===== config.mk =====
export PLATFORM = sky130hd
export DESIGN_NAME = cmd_header_decoder
export DESIGN_NICKNAME = d
export VERILOG_FILES = /design/src/rtl/cmd_decode_pkg.sv /design/src/rtl/cmd_header_decoder.sv /design/src/rtl/blit_opcode_map.sv /design/src/rtl/codec_opcode_map.sv
export SDC_FILE = /design/constraint.sdc
export NUM_CORES = 1
export LEC_CHECK = 0
export BUFFER_PORTS_ARGS = -buffer_cell sky130_fd_sc_hd__buf_2
export CAP_MARGIN = 10
export CORE_MARGIN = 3
export CORE_UTILIZATION = 52
export CTS_BUF_LIST = sky130_fd_sc_hd__clkbuf_4 sky130_fd_sc_hd__clkbuf_8
export CTS_CLUSTER_SIZE = 16
export DETAILED_ROUTE_END_ITERATION = 12
export HOLD_SLACK_MARGIN = 0.05
export PLACE_DENSITY = 0.82
export SYNTH_ARGS = -nofsm -noshare
export SYNTH_HDL_FRONTEND = slang
export SYNTH_SLANG_ARGS = --single-unit

===== constraint.sdc =====
create_clock -name CLOCK_IN -period 2 [get_ports CLOCK_IN]
set_clock_uncertainty 0.2 [all_clocks]
set_input_delay 0.1 -clock CLOCK_IN [delete_from_list [all_inputs] [get_ports CLOCK_IN]]
set_output_delay 0.1 -clock CLOCK_IN [all_outputs]
set_load 0.02 [all_outputs]

===== src/rtl/cmd_decode_pkg.sv =====
// command header decode: shared constants, enums and carrier structs
// assumes a 32-bit header dword from a command streamer on one core clock
package cmd_decode_pkg;

   // ****************************************
   // header fields
   // ****************************************
   localparam int CLIENT_HI  = 31;
   localparam int CLIENT_LO  = 29;
   localparam int BLT_OP_HI  = 28;
   localparam int BLT_OP_LO  = 22;
   localparam int PTYPE_HI   = 28;
   localparam int PTYPE_LO   = 27;
   localparam int OPC_HI     = 26;
   localparam int OPC_LO     = 24;
   localparam int SUB_HI     = 23;
   localparam int SUB_LO     = 16;
   localparam int SUBA_HI    = 23;
   localparam int SUBA_LO    = 21;
   localparam int SUBB_HI    = 20;
   localparam int SUBB_LO    = 16;
   localparam int LEN8_HI    = 7;
   localparam int LEN16_HI   = 15;

   // ****************************************
   // field codes
   // ****************************************
   localparam logic [2:0] CLIENT_MEM   = 3'h0;
   localparam logic [2:0] CLIENT_BLIT  = 3'h2;
   localparam logic [2:0] CLIENT_PIPE  = 3'h3;
   localparam logic [1:0] PTYPE_COMMON = 2'h0;
   localparam logic [1:0] PTYPE_CODEC  = 2'h2;
   localparam logic [1:0] PTYPE_3D     = 2'h3;
   localparam logic [2:0] SUBA_STATE   = 3'h0;
   localparam logic [2:0] SUBA_DEC     = 3'h1;
   localparam logic [2:0] SUBA_ENC     = 3'h2;
   localparam logic [4:0] SUBB_BSD     = 5'h08;
   localparam logic [4:0] SUBB_PACK    = 5'h09;
   localparam logic [7:0] SUB_INTERNAL = 8'h53;
   localparam logic [15:0] LEN_BIAS    = 16'h0002;

   // ****************************************
   // types
   // ****************************************
   typedef enum logic [2:0] {
      ENG_NONE, ENG_MEM, ENG_BLIT, ENG_3D, ENG_COMMON, ENG_CODEC
   } engine_t;

   typedef enum logic [2:0] {
      CFAM_COMMON, CFAM_H264, CFAM_SMPTE, CFAM_M2V, CFAM_NONE
   } codec_family_t;

   typedef struct packed {
      logic        valid;
      logic [31:0] header;
   } hdr_t;

   typedef struct packed {
      logic        valid;
      logic        invalid;
      engine_t     engine;
      logic [15:0] cmd_id;
      logic        interruptible;
      logic        internal_state;
      logic [15:0] length;
   } dec_t;

endpackage


===== src/rtl/cmd_header_decoder.sv =====
// command header decoder: classifies one header dword per accepted beat
// assumes a streamer on CLOCK_IN offering header dwords with valid/ready
//
// Behaviour
// - 2D opcode bits 28:22; setup commands 01h/03h/11h
// - 24h,25h,26h,31h pixel, scanline, glyph blits
// - 40h fill, 43h copy; 41h-42h reserved
// - 50h-59h coordinate blits, one each
// - 71h-77h inline/chroma blits; 78h-7Fh reserved
// - any unlisted 2D opcode is reserved
// - pipeline type 3h in 28:27 is 3D
// - 3D opcode 26:24, subcode 23:16; opcode 0 list
// - 3D state subcode 53h is internal state
// - 3D opcode 1h subcodes 00h-1Dh less 01h/03h/05h/09h/19h-1Bh; rest reserved
// - 2h/00h flush, 3h/00h draw; 4h-7h reserved
// - common: 0h/03h prefetch, 1h/01h-04h; 2h-7h reserved
// - codec type 2h, opcode, subcode_a, subcode_b split
// - codec opcodes 0-3 families; 4h-7h reserved
// - codec common state subcode_b 0h-6h valid
// - h264 bitstream decode object not interruptible
// - pack, smpte, m2v, inverse transform interruptible
// - client field 31:29 picks the family first
// - dword count gives total command length
`timescale 1ns/1ps
module cmd_header_decoder (
   input  wire logic                 CLOCK_IN,
   input  wire logic                 RST_B_IN,
   input  wire cmd_decode_pkg::hdr_t HEADER_IN,
   output logic                      HEADER_READY_OUT,
   input  wire logic                 DECODE_READY_IN,
   output cmd_decode_pkg::dec_t      DECODE_OUT
);

   // ****************************************
   // field split
   // ****************************************
   logic [31:0] hdr;
   logic [2:0]  client;
   logic [6:0]  blt_op;
   logic [1:0]  ptype;
   logic [2:0]  opc;
   logic [7:0]  sub;
   logic [2:0]  sub_a;
   logic [4:0]  sub_b;
   logic        accept;

   assign hdr    = HEADER_IN.header;
   assign client = hdr[cmd_decode_pkg::CLIENT_HI:cmd_decode_pkg::CLIENT_LO];
   assign blt_op = hdr[cmd_decode_pkg::BLT_OP_HI:cmd_decode_pkg::BLT_OP_LO];
   assign ptype  = hdr[cmd_decode_pkg::PTYPE_HI:cmd_decode_pkg::PTYPE_LO];
   assign opc    = hdr[cmd_decode_pkg::OPC_HI:cmd_decode_pkg::OPC_LO];
   assign sub    = hdr[cmd_decode_pkg::SUB_HI:cmd_decode_pkg::SUB_LO];
   assign sub_a  = hdr[cmd_decode_pkg::SUBA_HI:cmd_decode_pkg::SUBA_LO];
   assign sub_b  = hdr[cmd_decode_pkg::SUBB_HI:cmd_decode_pkg::SUBB_LO];

   // one-deep output stage: a new header is taken when the stage is empty or the result drains
   assign HEADER_READY_OUT = !DECODE_OUT.valid || DECODE_READY_IN;
   assign accept           = HEADER_IN.valid && HEADER_READY_OUT;

   // ****************************************
   // family maps
   // ****************************************
   logic       blt_known;
   logic [7:0] blt_index;
   logic       codec_known;
   logic       codec_int;

   blit_opcode_map blit_opcode_map_inst (
      .opcode_in     (blt_op),
      .known_out     (blt_known),
      .cmd_index_out (blt_index)
   );

   codec_opcode_map codec_opcode_map_inst (
      .opcode_in         (opc),
      .subcode_a_in      (sub_a),
      .subcode_b_in      (sub_b),
      .known_out         (codec_known),
      .interruptible_out (codec_int)
   );

   // ****************************************
   // 3d state subcode table
   // ****************************************
   // ranges with holes instead of a table: cheaper than a 256-entry map
   logic state3d_known;
   logic pipe1_known;

   always_comb begin
      state3d_known = 1'b0;
      pipe1_known   = 1'b0;
      // listed state subcodes 04h-0Dh, 10h-53h less reserved holes
      if (sub >= 8'h04 && sub <= 8'h0D && sub != 8'h0C) begin
         state3d_known = 1'b1;
      end
      if (sub >= 8'h10 && sub <= 8'h33 && sub != 8'h21 && sub != 8'h2F) begin
         state3d_known = 1'b1;
      end
      if (sub >= 8'h4C && sub <= cmd_decode_pkg::SUB_INTERNAL) begin
         state3d_known = 1'b1;
      end
      if (sub <= 8'h1D && sub != 8'h01 && sub != 8'h03 && sub != 8'h05 &&
          sub != 8'h09 && sub != 8'h19 && sub != 8'h1A && sub != 8'h1B) begin
         pipe1_known = 1'b1;
      end
   end

   // ****************************************
   // decode
   // ****************************************
   cmd_decode_pkg::dec_t dec;

   always_comb begin
      dec                = '0;
      dec.valid          = 1'b1;
      dec.engine         = cmd_decode_pkg::ENG_NONE;
      dec.length         = 16'h0001;
      case (client)
         cmd_decode_pkg::CLIENT_MEM : begin
            dec.engine = cmd_decode_pkg::ENG_MEM;
            dec.cmd_id = {8'h00, 1'b0, hdr[28:22]};
            dec.length = {10'h000, hdr[5:0]} + cmd_decode_pkg::LEN_BIAS;
         end
         cmd_decode_pkg::CLIENT_BLIT : begin
            dec.invalid = !blt_known;
            dec.engine  = cmd_decode_pkg::ENG_BLIT;
            dec.cmd_id  = {8'h20, blt_index};
            dec.length  = {8'h00, hdr[cmd_decode_pkg::LEN8_HI:0]} +
                          cmd_decode_pkg::LEN_BIAS;
         end
         cmd_decode_pkg::CLIENT_PIPE : begin
            dec.cmd_id = {2'b00, ptype, 1'b0, opc, sub};
            dec.length = hdr[cmd_decode_pkg::LEN8_HI:0] + cmd_decode_pkg::LEN_BIAS;
            case (ptype)
               cmd_decode_pkg::PTYPE_3D : begin
                  dec.engine = cmd_decode_pkg::ENG_3D;
                  case (opc)
                     3'h0 : begin
                        dec.invalid        = !state3d_known;
                        dec.internal_state = (sub == cmd_decode_pkg::SUB_INTERNAL);
                     end
                     3'h1 : dec.invalid = !pipe1_known;
                     3'h2, 3'h3 : dec.invalid = (sub != 8'h00);
                     default : dec.invalid = 1'b1;
                  endcase
               end
               cmd_decode_pkg::PTYPE_COMMON : begin
                  dec.engine = cmd_decode_pkg::ENG_COMMON;
                  case (opc)
                     3'h0 : dec.invalid = (sub != 8'h03);
                     3'h1 : dec.invalid = (sub < 8'h01) || (sub > 8'h04);
                     default : dec.invalid = 1'b1;
                  endcase
               end
               cmd_decode_pkg::PTYPE_CODEC : begin
                  dec.engine        = cmd_decode_pkg::ENG_CODEC;
                  dec.invalid       = !codec_known;
                  dec.interruptible = codec_int;
                  dec.cmd_id        = {2'b01, ptype, 1'b0, opc, sub_a, sub_b};
                  dec.length        = hdr[cmd_decode_pkg::LEN16_HI:0] +
                                      cmd_decode_pkg::LEN_BIAS;
               end
               default : dec.invalid = 1'b1;
            endcase
         end
         default : dec.invalid = 1'b1;
      endcase
      if (dec.invalid) begin
         dec.engine         = cmd_decode_pkg::ENG_NONE;
         dec.interruptible  = 1'b0;
         dec.internal_state = 1'b0;
      end
   end

   // ****************************************
   // output stage
   // ****************************************
   cmd_decode_pkg::dec_t next_out;

   always_comb begin
      next_out = DECODE_OUT;
      if (accept) begin
         next_out = dec;
      end else if (DECODE_READY_IN) begin
         next_out.valid = 1'b0;
      end
   end

   always_ff @(posedge CLOCK_IN or negedge RST_B_IN) begin
      if (!RST_B_IN) begin
         DECODE_OUT <= '0;
      end else begin
         DECODE_OUT <= next_out;
      end
   end

endmodule


===== src/rtl/blit_opcode_map.sv =====
// 2D opcode map: opcode -> command index and reserved flag
// assumes a 7-bit opcode already taken from the header; purely combinational
`timescale 1ns/1ps
module blit_opcode_map (
   input  wire logic [6:0] opcode_in,
   output logic            known_out,
   output logic [7:0]      cmd_index_out
);
   always_comb begin
      known_out     = 1'b1;
      cmd_index_out = {1'b0, opcode_in};
      case (opcode_in)
         7'h01, 7'h03, 7'h11 : known_out = 1'b1;
         7'h24, 7'h25, 7'h26, 7'h31 : known_out = 1'b1;
         7'h40, 7'h43 : known_out = 1'b1;
         7'h50, 7'h51, 7'h52, 7'h53, 7'h54,
         7'h55, 7'h56, 7'h57, 7'h58, 7'h59 : known_out = 1'b1;
         7'h71, 7'h72, 7'h73, 7'h74,
         7'h75, 7'h76, 7'h77 : known_out = 1'b1;
         default : begin
            known_out     = 1'b0;
            cmd_index_out = 8'h00;
         end
      endcase
   end
endmodule


===== src/rtl/codec_opcode_map.sv =====
// codec opcode map: opcode/subcode_a/subcode_b -> known and interruptible
// assumes fields already split from the header; purely combinational
`timescale 1ns/1ps
module codec_opcode_map (
   input  wire logic [2:0] opcode_in,
   input  wire logic [2:0] subcode_a_in,
   input  wire logic [4:0] subcode_b_in,
   output logic            known_out,
   output logic            interruptible_out
);
   logic [10:0] key;

   always_comb begin
      key               = {opcode_in, subcode_a_in, subcode_b_in};
      known_out         = 1'b0;
      interruptible_out = 1'b0;
      case (opcode_in)
         3'h0 : begin
            if (subcode_a_in == cmd_decode_pkg::SUBA_STATE &&
                subcode_b_in <= 5'h06) begin
               known_out = 1'b1;
            end
            if (subcode_a_in == cmd_decode_pkg::SUBA_DEC &&
                subcode_b_in == cmd_decode_pkg::SUBB_PACK) begin
               known_out         = 1'b1;
               interruptible_out = 1'b1;
            end
         end
         3'h1 : begin
            if (subcode_a_in == cmd_decode_pkg::SUBA_STATE && subcode_b_in <= 5'h05) begin
               known_out = 1'b1;
            end
            if (key == 11'h128 || key == 11'h142 || key == 11'h148) begin
               known_out = 1'b1;
            end
            if (key == 11'h149) begin
               known_out         = 1'b1;
               interruptible_out = 1'b1;
            end
            if (key == {3'h1, cmd_decode_pkg::SUBA_DEC, cmd_decode_pkg::SUBB_BSD}) begin
               interruptible_out = 1'b0;
            end
         end
         3'h2, 3'h3 : begin
            if (subcode_a_in == cmd_decode_pkg::SUBA_STATE && subcode_b_in <= 5'h01) begin
               known_out = 1'b1;
            end
            if (opcode_in == 3'h2 && key[7:0] == 8'h02) begin
               known_out = 1'b1;
            end
            if (subcode_a_in == cmd_decode_pkg::SUBA_DEC &&
                subcode_b_in == cmd_decode_pkg::SUBB_BSD) begin
               known_out         = 1'b1;
               interruptible_out = 1'b1;
            end
         end
         default : begin
            known_out         = 1'b0;
            interruptible_out = 1'b0;
         end
      endcase
   end
endmodule


# After elaboration in Yosys (flattened, before gate mapping)

Cells that the tools add are included.

Output and inout bits: 40
Input port bits: 36
Logic and storage cells: 147
Bits in registers: 39
Bits in read-only memories: 0
Bits in latches: 0
RAM bits: 0
Memories kept: 0

Shift operators: 0
Mux-type cells: 36
Bitwise gates (word level): 0
Divide/modulo/power cells: 0
Magnitude comparators: 12
Add/subtract/negate cells: 3
Equal/unequal tests: 52
Multiply operators: 0
Reduce and logical (&&, ||, !) cells: 37

Operator list:

| cell                                                                                | count |
|---|---|
| 7-bit == test, second input constant                                                | 19 |
| 19-bit case mux with 3 select lines                                                 | 1 |
| 16-bit case mux with 3 select lines                                                 | 1 |
| 11-bit by 9-bit == test with 1-bit output, second input constant                    | 4 |
| 16-bit 2-to-1 mux                                                                   | 2 |
| 7-bit by 6-bit == test with 1-bit output, second input constant                     | 4 |
| 26-bit OR reduction                                                                 | 1 |
| 8-bit by 5-bit != test with 1-bit output, second input constant                     | 3 |
| 1-bit 2-to-1 mux                                                                    | 21 |
| 1-bit logical AND                                                                   | 20 |
| 16-bit by 2-bit adder with 16-bit output, second input constant                     | 1 |
| 8-bit by 4-bit != test with 1-bit output, second input constant                     | 2 |
| 8-bit by 6-bit != test with 1-bit output, second input constant                     | 2 |
| 1-bit case mux with 3 select lines                                                  | 5 |
| 3-bit by 2-bit == test with 1-bit output, second input constant                     | 4 |
| 5-bit by 4-bit == test with 1-bit output, second input constant                     | 2 |
| 5-bit by 3-bit <= comparator with 1-bit output, second input constant               | 2 |
| 8-bit by 2-bit adder with 9-bit output, second input constant                       | 1 |
| 3-bit zero test                                                                     | 3 |
| 3-bit case mux with 3 select lines                                                  | 1 |
| 8-bit by 2-bit == test with 1-bit output, second input constant                     | 1 |
| 8-bit by 7-bit == test with 1-bit output, second input constant                     | 1 |
| 8-bit by 3-bit greater-or-equal comparator with 1-bit output, second input constant | 1 |
| 8-bit by 5-bit greater-or-equal comparator with 1-bit output, second input constant | 1 |
| other kinds (27)                                                                    | 37 |

# Longest topological paths before layout

Depth after elaboration: 14
Gate-level depth with buffers: 8

# Modules after synthesis

A second synthesis with hierarchy kept.

Cells, all modules: 294
Area total of the unflattened synthesis: 2543.7 um^2

Modules (own cells, without submodules):

| module             | area each (um^2) | cells an instance | times used |
|---|---|---|---|
| cmd_header_decoder | 2163.3           | 239               | 1 |
| blit_opcode_map    | 229.0            | 35                | 1 |
| codec_opcode_map   | 151.4            | 20                | 1 |

# Worst setup path after synthesis

No wires, ideal clock.

Path kind: input -> register
Start: input port HEADER_IN[22] (netlist bit)
End: register DECODE_OUT[37] (netlist bit)
Cell stages on the path: 7
Slack: -43 ps
Data arrival time: 1723 ps
Data required time: 1680 ps
Cells stage by stage: buf_6 > or4_4 > a2111o_1 > o211a_1 > a311oi_2 > nand3_1 > o211a_1

Word-level cells in the longest chain between the ends: 13

Ends and longest elaborated chain:

| item                                                                                                              | RTL line                  | source |
|---|---|---|
| start, declared                                                                                                   | cmd_header_decoder.sv:28  | `input wire cmd_decode_pkg::hdr_t HEADER_IN,` |
| 8-bit by 5-bit <= comparator with 1-bit output / 8-bit by 1-bit != test with 1-bit output (equally long branches) | cmd_header_decoder.sv:102 | `if (sub <= 8'h1D && sub != 8'h01 && sub != 8'h03 && sub != 8'h05 &&` |
| 1-bit logical AND (4 in series)                                                                                   | cmd_header_decoder.sv:102 |  |
| 1-bit logical AND (3 in series)                                                                                   | cmd_header_decoder.sv:103 | `sub != 8'h09 && sub != 8'h19 && sub != 8'h1A && sub != 8'h1B) begin` |
| 1-bit 2-to-1 mux                                                                                                  | cmd_header_decoder.sv:102 |  |
| 1-bit zero test                                                                                                   | cmd_header_decoder.sv:142 | `3'h1 : dec.invalid = !pipe1_known;` |
| 1-bit case mux with 3 select lines                                                                                | cmd_header_decoder.sv:137 | `case (opc)` |
| 1-bit case mux with 3 select lines                                                                                | cmd_header_decoder.sv:134 | `case (ptype)` |
| 1-bit case mux with 3 select lines (*)                                                                            | cmd_header_decoder.sv:118 | `case (client)` |
| end signal, assigned                                                                                              | cmd_header_decoder.sv:193 | `DECODE_OUT <= next_out;` |
| end, declared                                                                                                     | cmd_header_decoder.sv:31  | `output cmd_decode_pkg::dec_t DECODE_OUT` |

Every way passes the cells marked *; elsewhere a longest branch is shown, timed or not.
A chain may end at the register's enable or synchronous reset.

# Worst setup path after layout

Start: input port HEADER_IN[24] (netlist bit)
End: register DECODE_OUT[34] (netlist bit)

Word-level cells in the longest chain between the ends: 10

Ends and longest elaborated chain:

| item                                      | RTL line                  | source |
|---|---|---|
| 11-bit by 9-bit == test with 1-bit output | codec_opcode_map.sv:33    | `if (key == 11'h128 \|\| key == 11'h142 \|\| key == 11'h148) begin` |
| 1-bit logical OR (2 in series)            | codec_opcode_map.sv:33    |  |
| 1-bit 2-to-1 mux                          | codec_opcode_map.sv:33    |  |
| 1-bit 2-to-1 mux                          | codec_opcode_map.sv:36    | `if (key == 11'h149) begin` |
| 1-bit case mux with 3 select lines        | codec_opcode_map.sv:17    | `case (opcode_in)` |
| 1-bit zero test                           | cmd_header_decoder.sv:157 | `dec.invalid = !codec_known;` |
| 1-bit case mux with 3 select lines        | cmd_header_decoder.sv:134 |  |
| 1-bit case mux with 3 select lines (*)    | cmd_header_decoder.sv:118 |  |
| 3-bit 2-to-1 mux (*)                      | cmd_header_decoder.sv:168 | `if (dec.invalid) begin` |

Marked as above.

==> results <==
- For this block, the via count after detailed routing is 2724.
- STA puts the critical path data required time at 1.99 ns.
- Sequential cells account for 40.4% of the total power.
- The estimated wirelength of the detail-placed design is 4890 um.
- The detailed router finished its first iteration with 342 violations.
- The tree is rooted in a sky130_fd_sc_hd__clkbuf_8.
- The headroom to the max-slew limit is 44.9%.
- The final weighted congestion in routability-driven placement is 0.929.
- The max-capacitance violation count is 0.
- Of the cells placed in the final design, the portion with a size suffix greater than 1 is 33.8%.
- The post-route total power is 2.03 mW.
- The average instance area after synthesis is 8.71 sq um.
- The first global-routing pass estimated 12400 um of wire.
- The number of placed instances with taps included is 400.
- The worst setup path is of the in -> reg kind.
- The clock slew seen by the registers of the worst setup and hold paths is 0.08 ns.
- The H-tree depth reported by CTS is 2.
- The length of the first detailed-routing pass in iterations is 6.
- In this run the worst hold path is classified as in -> reg.
- The setup slack on the worst flop-to-flop path is 0.11 ns.
- Once detail routing completed, the nets flagged for antenna violations numbered 0.
- The clock passes through at most 2 buffers.
- Entering global routing, the biggest net connects 38 pins.
- The clock network burns 34.5% of the power.
- The count of pins on the block boundary is 76.
- Counting flops per register, the top entry is DECODE_OUT.
- The final number of max-transition violations is 0.
- Final hold analysis gives a worst-case slack of 0.0631 ns.
- The number of synthesized flops with an enable pin is 0.
- For this run, design rule violations remaining after detail routing come to 0.
- Synthesis instantiated 57 different standard cells from the library.
- The initial antenna violation count is 0.
- The maximum net fanout on the critical path is 6.
- The routed via count divided by cell count is 6.19.
- The startpoint of the worst hold path is HEADER_IN[6].
- The number of endpoints failing setup at the final stage is 4.
- Synthesis produced a netlist whose cell count is 265.
- The total overflow left after global routing is 0.
- The most critical setup path has its startpoint at HEADER_IN[24].
- The final hold violation count is 0.
- In the final layout, the registers with the most flip-flops are DECODE_OUT x37.
- The checks that failed: setup timing.
- In the global route stage, overall resource usage came out at 29.9%.
- The full die area is 5280 sq um.
- The power per unit of standard cell area is 604 nW/um^2.
- The proportion of register bits with asynchronous set or reset after synthesis is 100%.
- In this run the vertical extent of the chip is 72.6 um.
- The share of the Yosys chip area taken by registers is 40.1%.
- Among all flip-flop cells after synthesis, the most frequent one is sky130_fd_sc_hd__dfrtp_1.
- The net switching component of the power is 0.607 mW.
- The clock tree from TritonCTS is done.
- The via count of the first global-routing pass came to 2554.
- The flow ran to the end, but the final reports show violations.
- Timing would allow up to 498 MHz.
- The actual slew at the worst max-slew pin is 0.826 ns.
- The area inside the core boundary is 4140 sq um.
- The starting utilization of the core area is 55.7%.
- STA classifies the critical path startpoint as a primary input.
- The internal power component is 1.43 mW.
- Relative to the synthesized area, the layout overhead comes to 46.0%.
- The data arrival at the endpoint of the critical path is 1.99 ns.
- Setup repair after global routing could not meet its margin everywhere.
- In this run, synthesis produced a sequential element count of 37.
- The row count is 23.
- The number of standard cells in the final layout excluding fillers is 440.
- The kind of end point of the critical path is a flop.
- The static power due to leakage is 1.63 nW.
- The post-synth design cell area is 2310 sq um.
- The reg-to-reg critical path startpoint is DECODE_OUT[38]$_DFFE_PN0P_.
- The clock drives 37 sinks.
- For this block, the routed nets add up to 8110 um of wire.
- The register with the most flip-flops in the layout has 37 of them.
- The number of inserted diodes is 0.
- The smallest clock period supported by the final layout is computed as 2.01 ns.
- The number of warnings issued by yosys is 0.
- The count of filler cells inserted in the layout is 264.
- The fraction of power spent switching nets is 29.8%.
- The final critical path takes up 100% of the cycle.
- After the last flow step, the layout net total stands at 426.
- Port buffering added 73 buffers.
- The worst vdd rail ir drop is 359 uV.
- The source-to-sink clock delay at the later pin of the worst-skew pair is 0.29 ns.
- From left edge to right edge, the die measures 72.6 um.
- The portion of total power attributed to combinational logic is 25.1%.
- The number of clock buffers added by TritonCTS is 5.
- In the post-route analysis, the smallest setup slack over all paths is -0.00728 ns.
- The wire length per cell after detailed routing is 18.4 um.
[critical path, cell delays in order]
cell                            delay [ns]
sky130_fd_sc_hd__buf_2                0.13
sky130_fd_sc_hd__dlygate4sd3_1        0.56
sky130_fd_sc_hd__buf_4                0.16
sky130_fd_sc_hd__nor2b_1              0.13
sky130_fd_sc_hd__o2111ai_1            0.21
sky130_fd_sc_hd__a31oi_1              0.16
sky130_fd_sc_hd__a21o_1               0.22
sky130_fd_sc_hd__buf_4                0.16
sky130_fd_sc_hd__nor2_4               0.08
sky130_fd_sc_hd__o21ai_1              0.07
[synth_stat cells, types with 2 or more instances]
| master | n | share of area [%] |
|---|---|---|
| sky130_fd_sc_hd__a21o_1 | 3 | 0.98 |
| sky130_fd_sc_hd__nand3_1 | 12 | 2.6 |
| sky130_fd_sc_hd__a31oi_1 | 2 | 0.54 |
| sky130_fd_sc_hd__nand4_1 | 2 | 0.54 |
| sky130_fd_sc_hd__buf_2 | 2 | 0.43 |
| sky130_fd_sc_hd__nand2_1 | 34 | 5.5 |
| sky130_fd_sc_hd__nor4_1 | 3 | 0.81 |
| sky130_fd_sc_hd__a32o_1 | 2 | 0.87 |
| sky130_fd_sc_hd__dfrtp_1 | 37 | 40 |
| sky130_fd_sc_hd__and3_1 | 6 | 1.6 |
| sky130_fd_sc_hd__nor4b_1 | 3 | 1.1 |
| sky130_fd_sc_hd__a22oi_1 | 6 | 2.0 |
| sky130_fd_sc_hd__o21ai_1 | 3 | 0.65 |
| sky130_fd_sc_hd__o211a_1 | 4 | 1.7 |
| sky130_fd_sc_hd__a311oi_1 | 3 | 1.1 |
| sky130_fd_sc_hd__nor3_1 | 6 | 1.3 |
| sky130_fd_sc_hd__o41ai_1 | 3 | 1.1 |
| sky130_fd_sc_hd__o21ai_0 | 24 | 5.2 |
| sky130_fd_sc_hd__a211oi_1 | 5 | 1.6 |
| sky130_fd_sc_hd__nor2_1 | 9 | 1.5 |
| sky130_fd_sc_hd__buf_4 | 2 | 0.65 |
| sky130_fd_sc_hd__xor2_1 | 9 | 3.4 |
| sky130_fd_sc_hd__clkbuf_1 | 17 | 2.8 |
| sky130_fd_sc_hd__a22o_1 | 6 | 2.3 |
| sky130_fd_sc_hd__a21oi_1 | 5 | 1.1 |
| sky130_fd_sc_hd__xnor2_1 | 5 | 1.9 |
| sky130_fd_sc_hd__inv_1 | 8 | 1.3 |
| sky130_fd_sc_hd__or3_1 | 4 | 1.1 |
| sky130_fd_sc_hd__nand2b_1 | 6 | 1.6 |
| sky130_fd_sc_hd__nor2b_1 | 7 | 1.9 |
[per-stage QoR]
stage               util [%]  worst slack [ns]  setup TNS, ns  cell area, sq um
floorplan                  -           0.00758              0              2310
global placement        69.8           -0.0723         -0.139              2890
detailed placement      69.8           -0.0955         -0.274              2890
CTS                     79.7            0.0472              0              3300
global route            81.3           -0.0483         -0.264              3370
finish                  81.3          -0.00728        -0.0172              3370
[layout by cell type (no fill, tap or decap), drive strengths merged, types with 5 or more instances in the layout]
master and n:
xnor2 5, o21ai 27, inv 8, a21oi 5
a211oi 5, a22oi 6, a22o 6, and3 6
xor2 9, nor2b 7, nand3 12, dfrtp 37
buf 111, clkbuf 7, dlygate4sd3 28, nor2 9
nand2 34, nor3 6, nand2b 6
[area by class of cell]
cell class                      instances  area, sq um  area share (%)
Sequential cell                        37          926            27.5
Clock buffer                            7         90.1            2.67
Inverter                                8         30.0           0.891
Clock inverter                          1         30.0           0.891
Multi-Input combinational cell        198         1300            38.5
Tap cell                               50         62.6            1.86
Timing Repair Buffer                  139          932            27.7
[kinds of logic after synthesis]
family | count (synthesis) | share of synthesized area (%)
other cells | 1 | 0.162
buf+inv | 31 | 5.80
fa+ha+maj | 2 | 0.976
simple gates | 102 | 23.5
flops | 37 | 40.1
xor+xnor | 14 | 5.31
compound gates | 77 | 23.6
mux | 1 | 0.488
[metal layers]
layer	vias up	global-route usage [%]	part of all wire (%)
met5	-	0	0
met4	0	10.7	4.6
li1	1219	-	-
met1	1267	39.0	38
met2	186	49.4	48
met3	52	5.79	8.7
[what timing repair did]
item / in CTS / in global routing
resized for setup: 0 / 15
hold buffers: 29 / 0
buffers inserted: 0 / 3
endpoints found under the hold margin: 65 / 0
setup endpoints to repair: 0 / 14
[final timing paths]
kind	end	cells after the start
min in group asynchronous	DECODE_OUT[4]$_DFFE_PN0P_	2
max in group asynchronous	DECODE_OUT[25]$_DFFE_PN0P_	2
setup reg to reg	DECODE_OUT[37]$_DFFE_PN0P_	5
hold / removal	DECODE_OUT[8]$_DFFE_PN0P_	4
setup / recovery	DECODE_OUT[34]$_DFFE_PN0P_	10
hold reg to reg	DECODE_OUT[12]$_DFFE_PN0P_	2
[power groups by stage]
stage	combinational (mW)	sequential (mW)	clock [mW]
after CTS	0.476	0.818	0.695
after global routing	0.545	0.826	0.734
after floorplan	0.182	0.888	0
final	0.511	0.821	0.702
after detailed placement	0.429	0.832	0
after global placement	0.421	0.832	0
(Power assumes the default switching activity.)
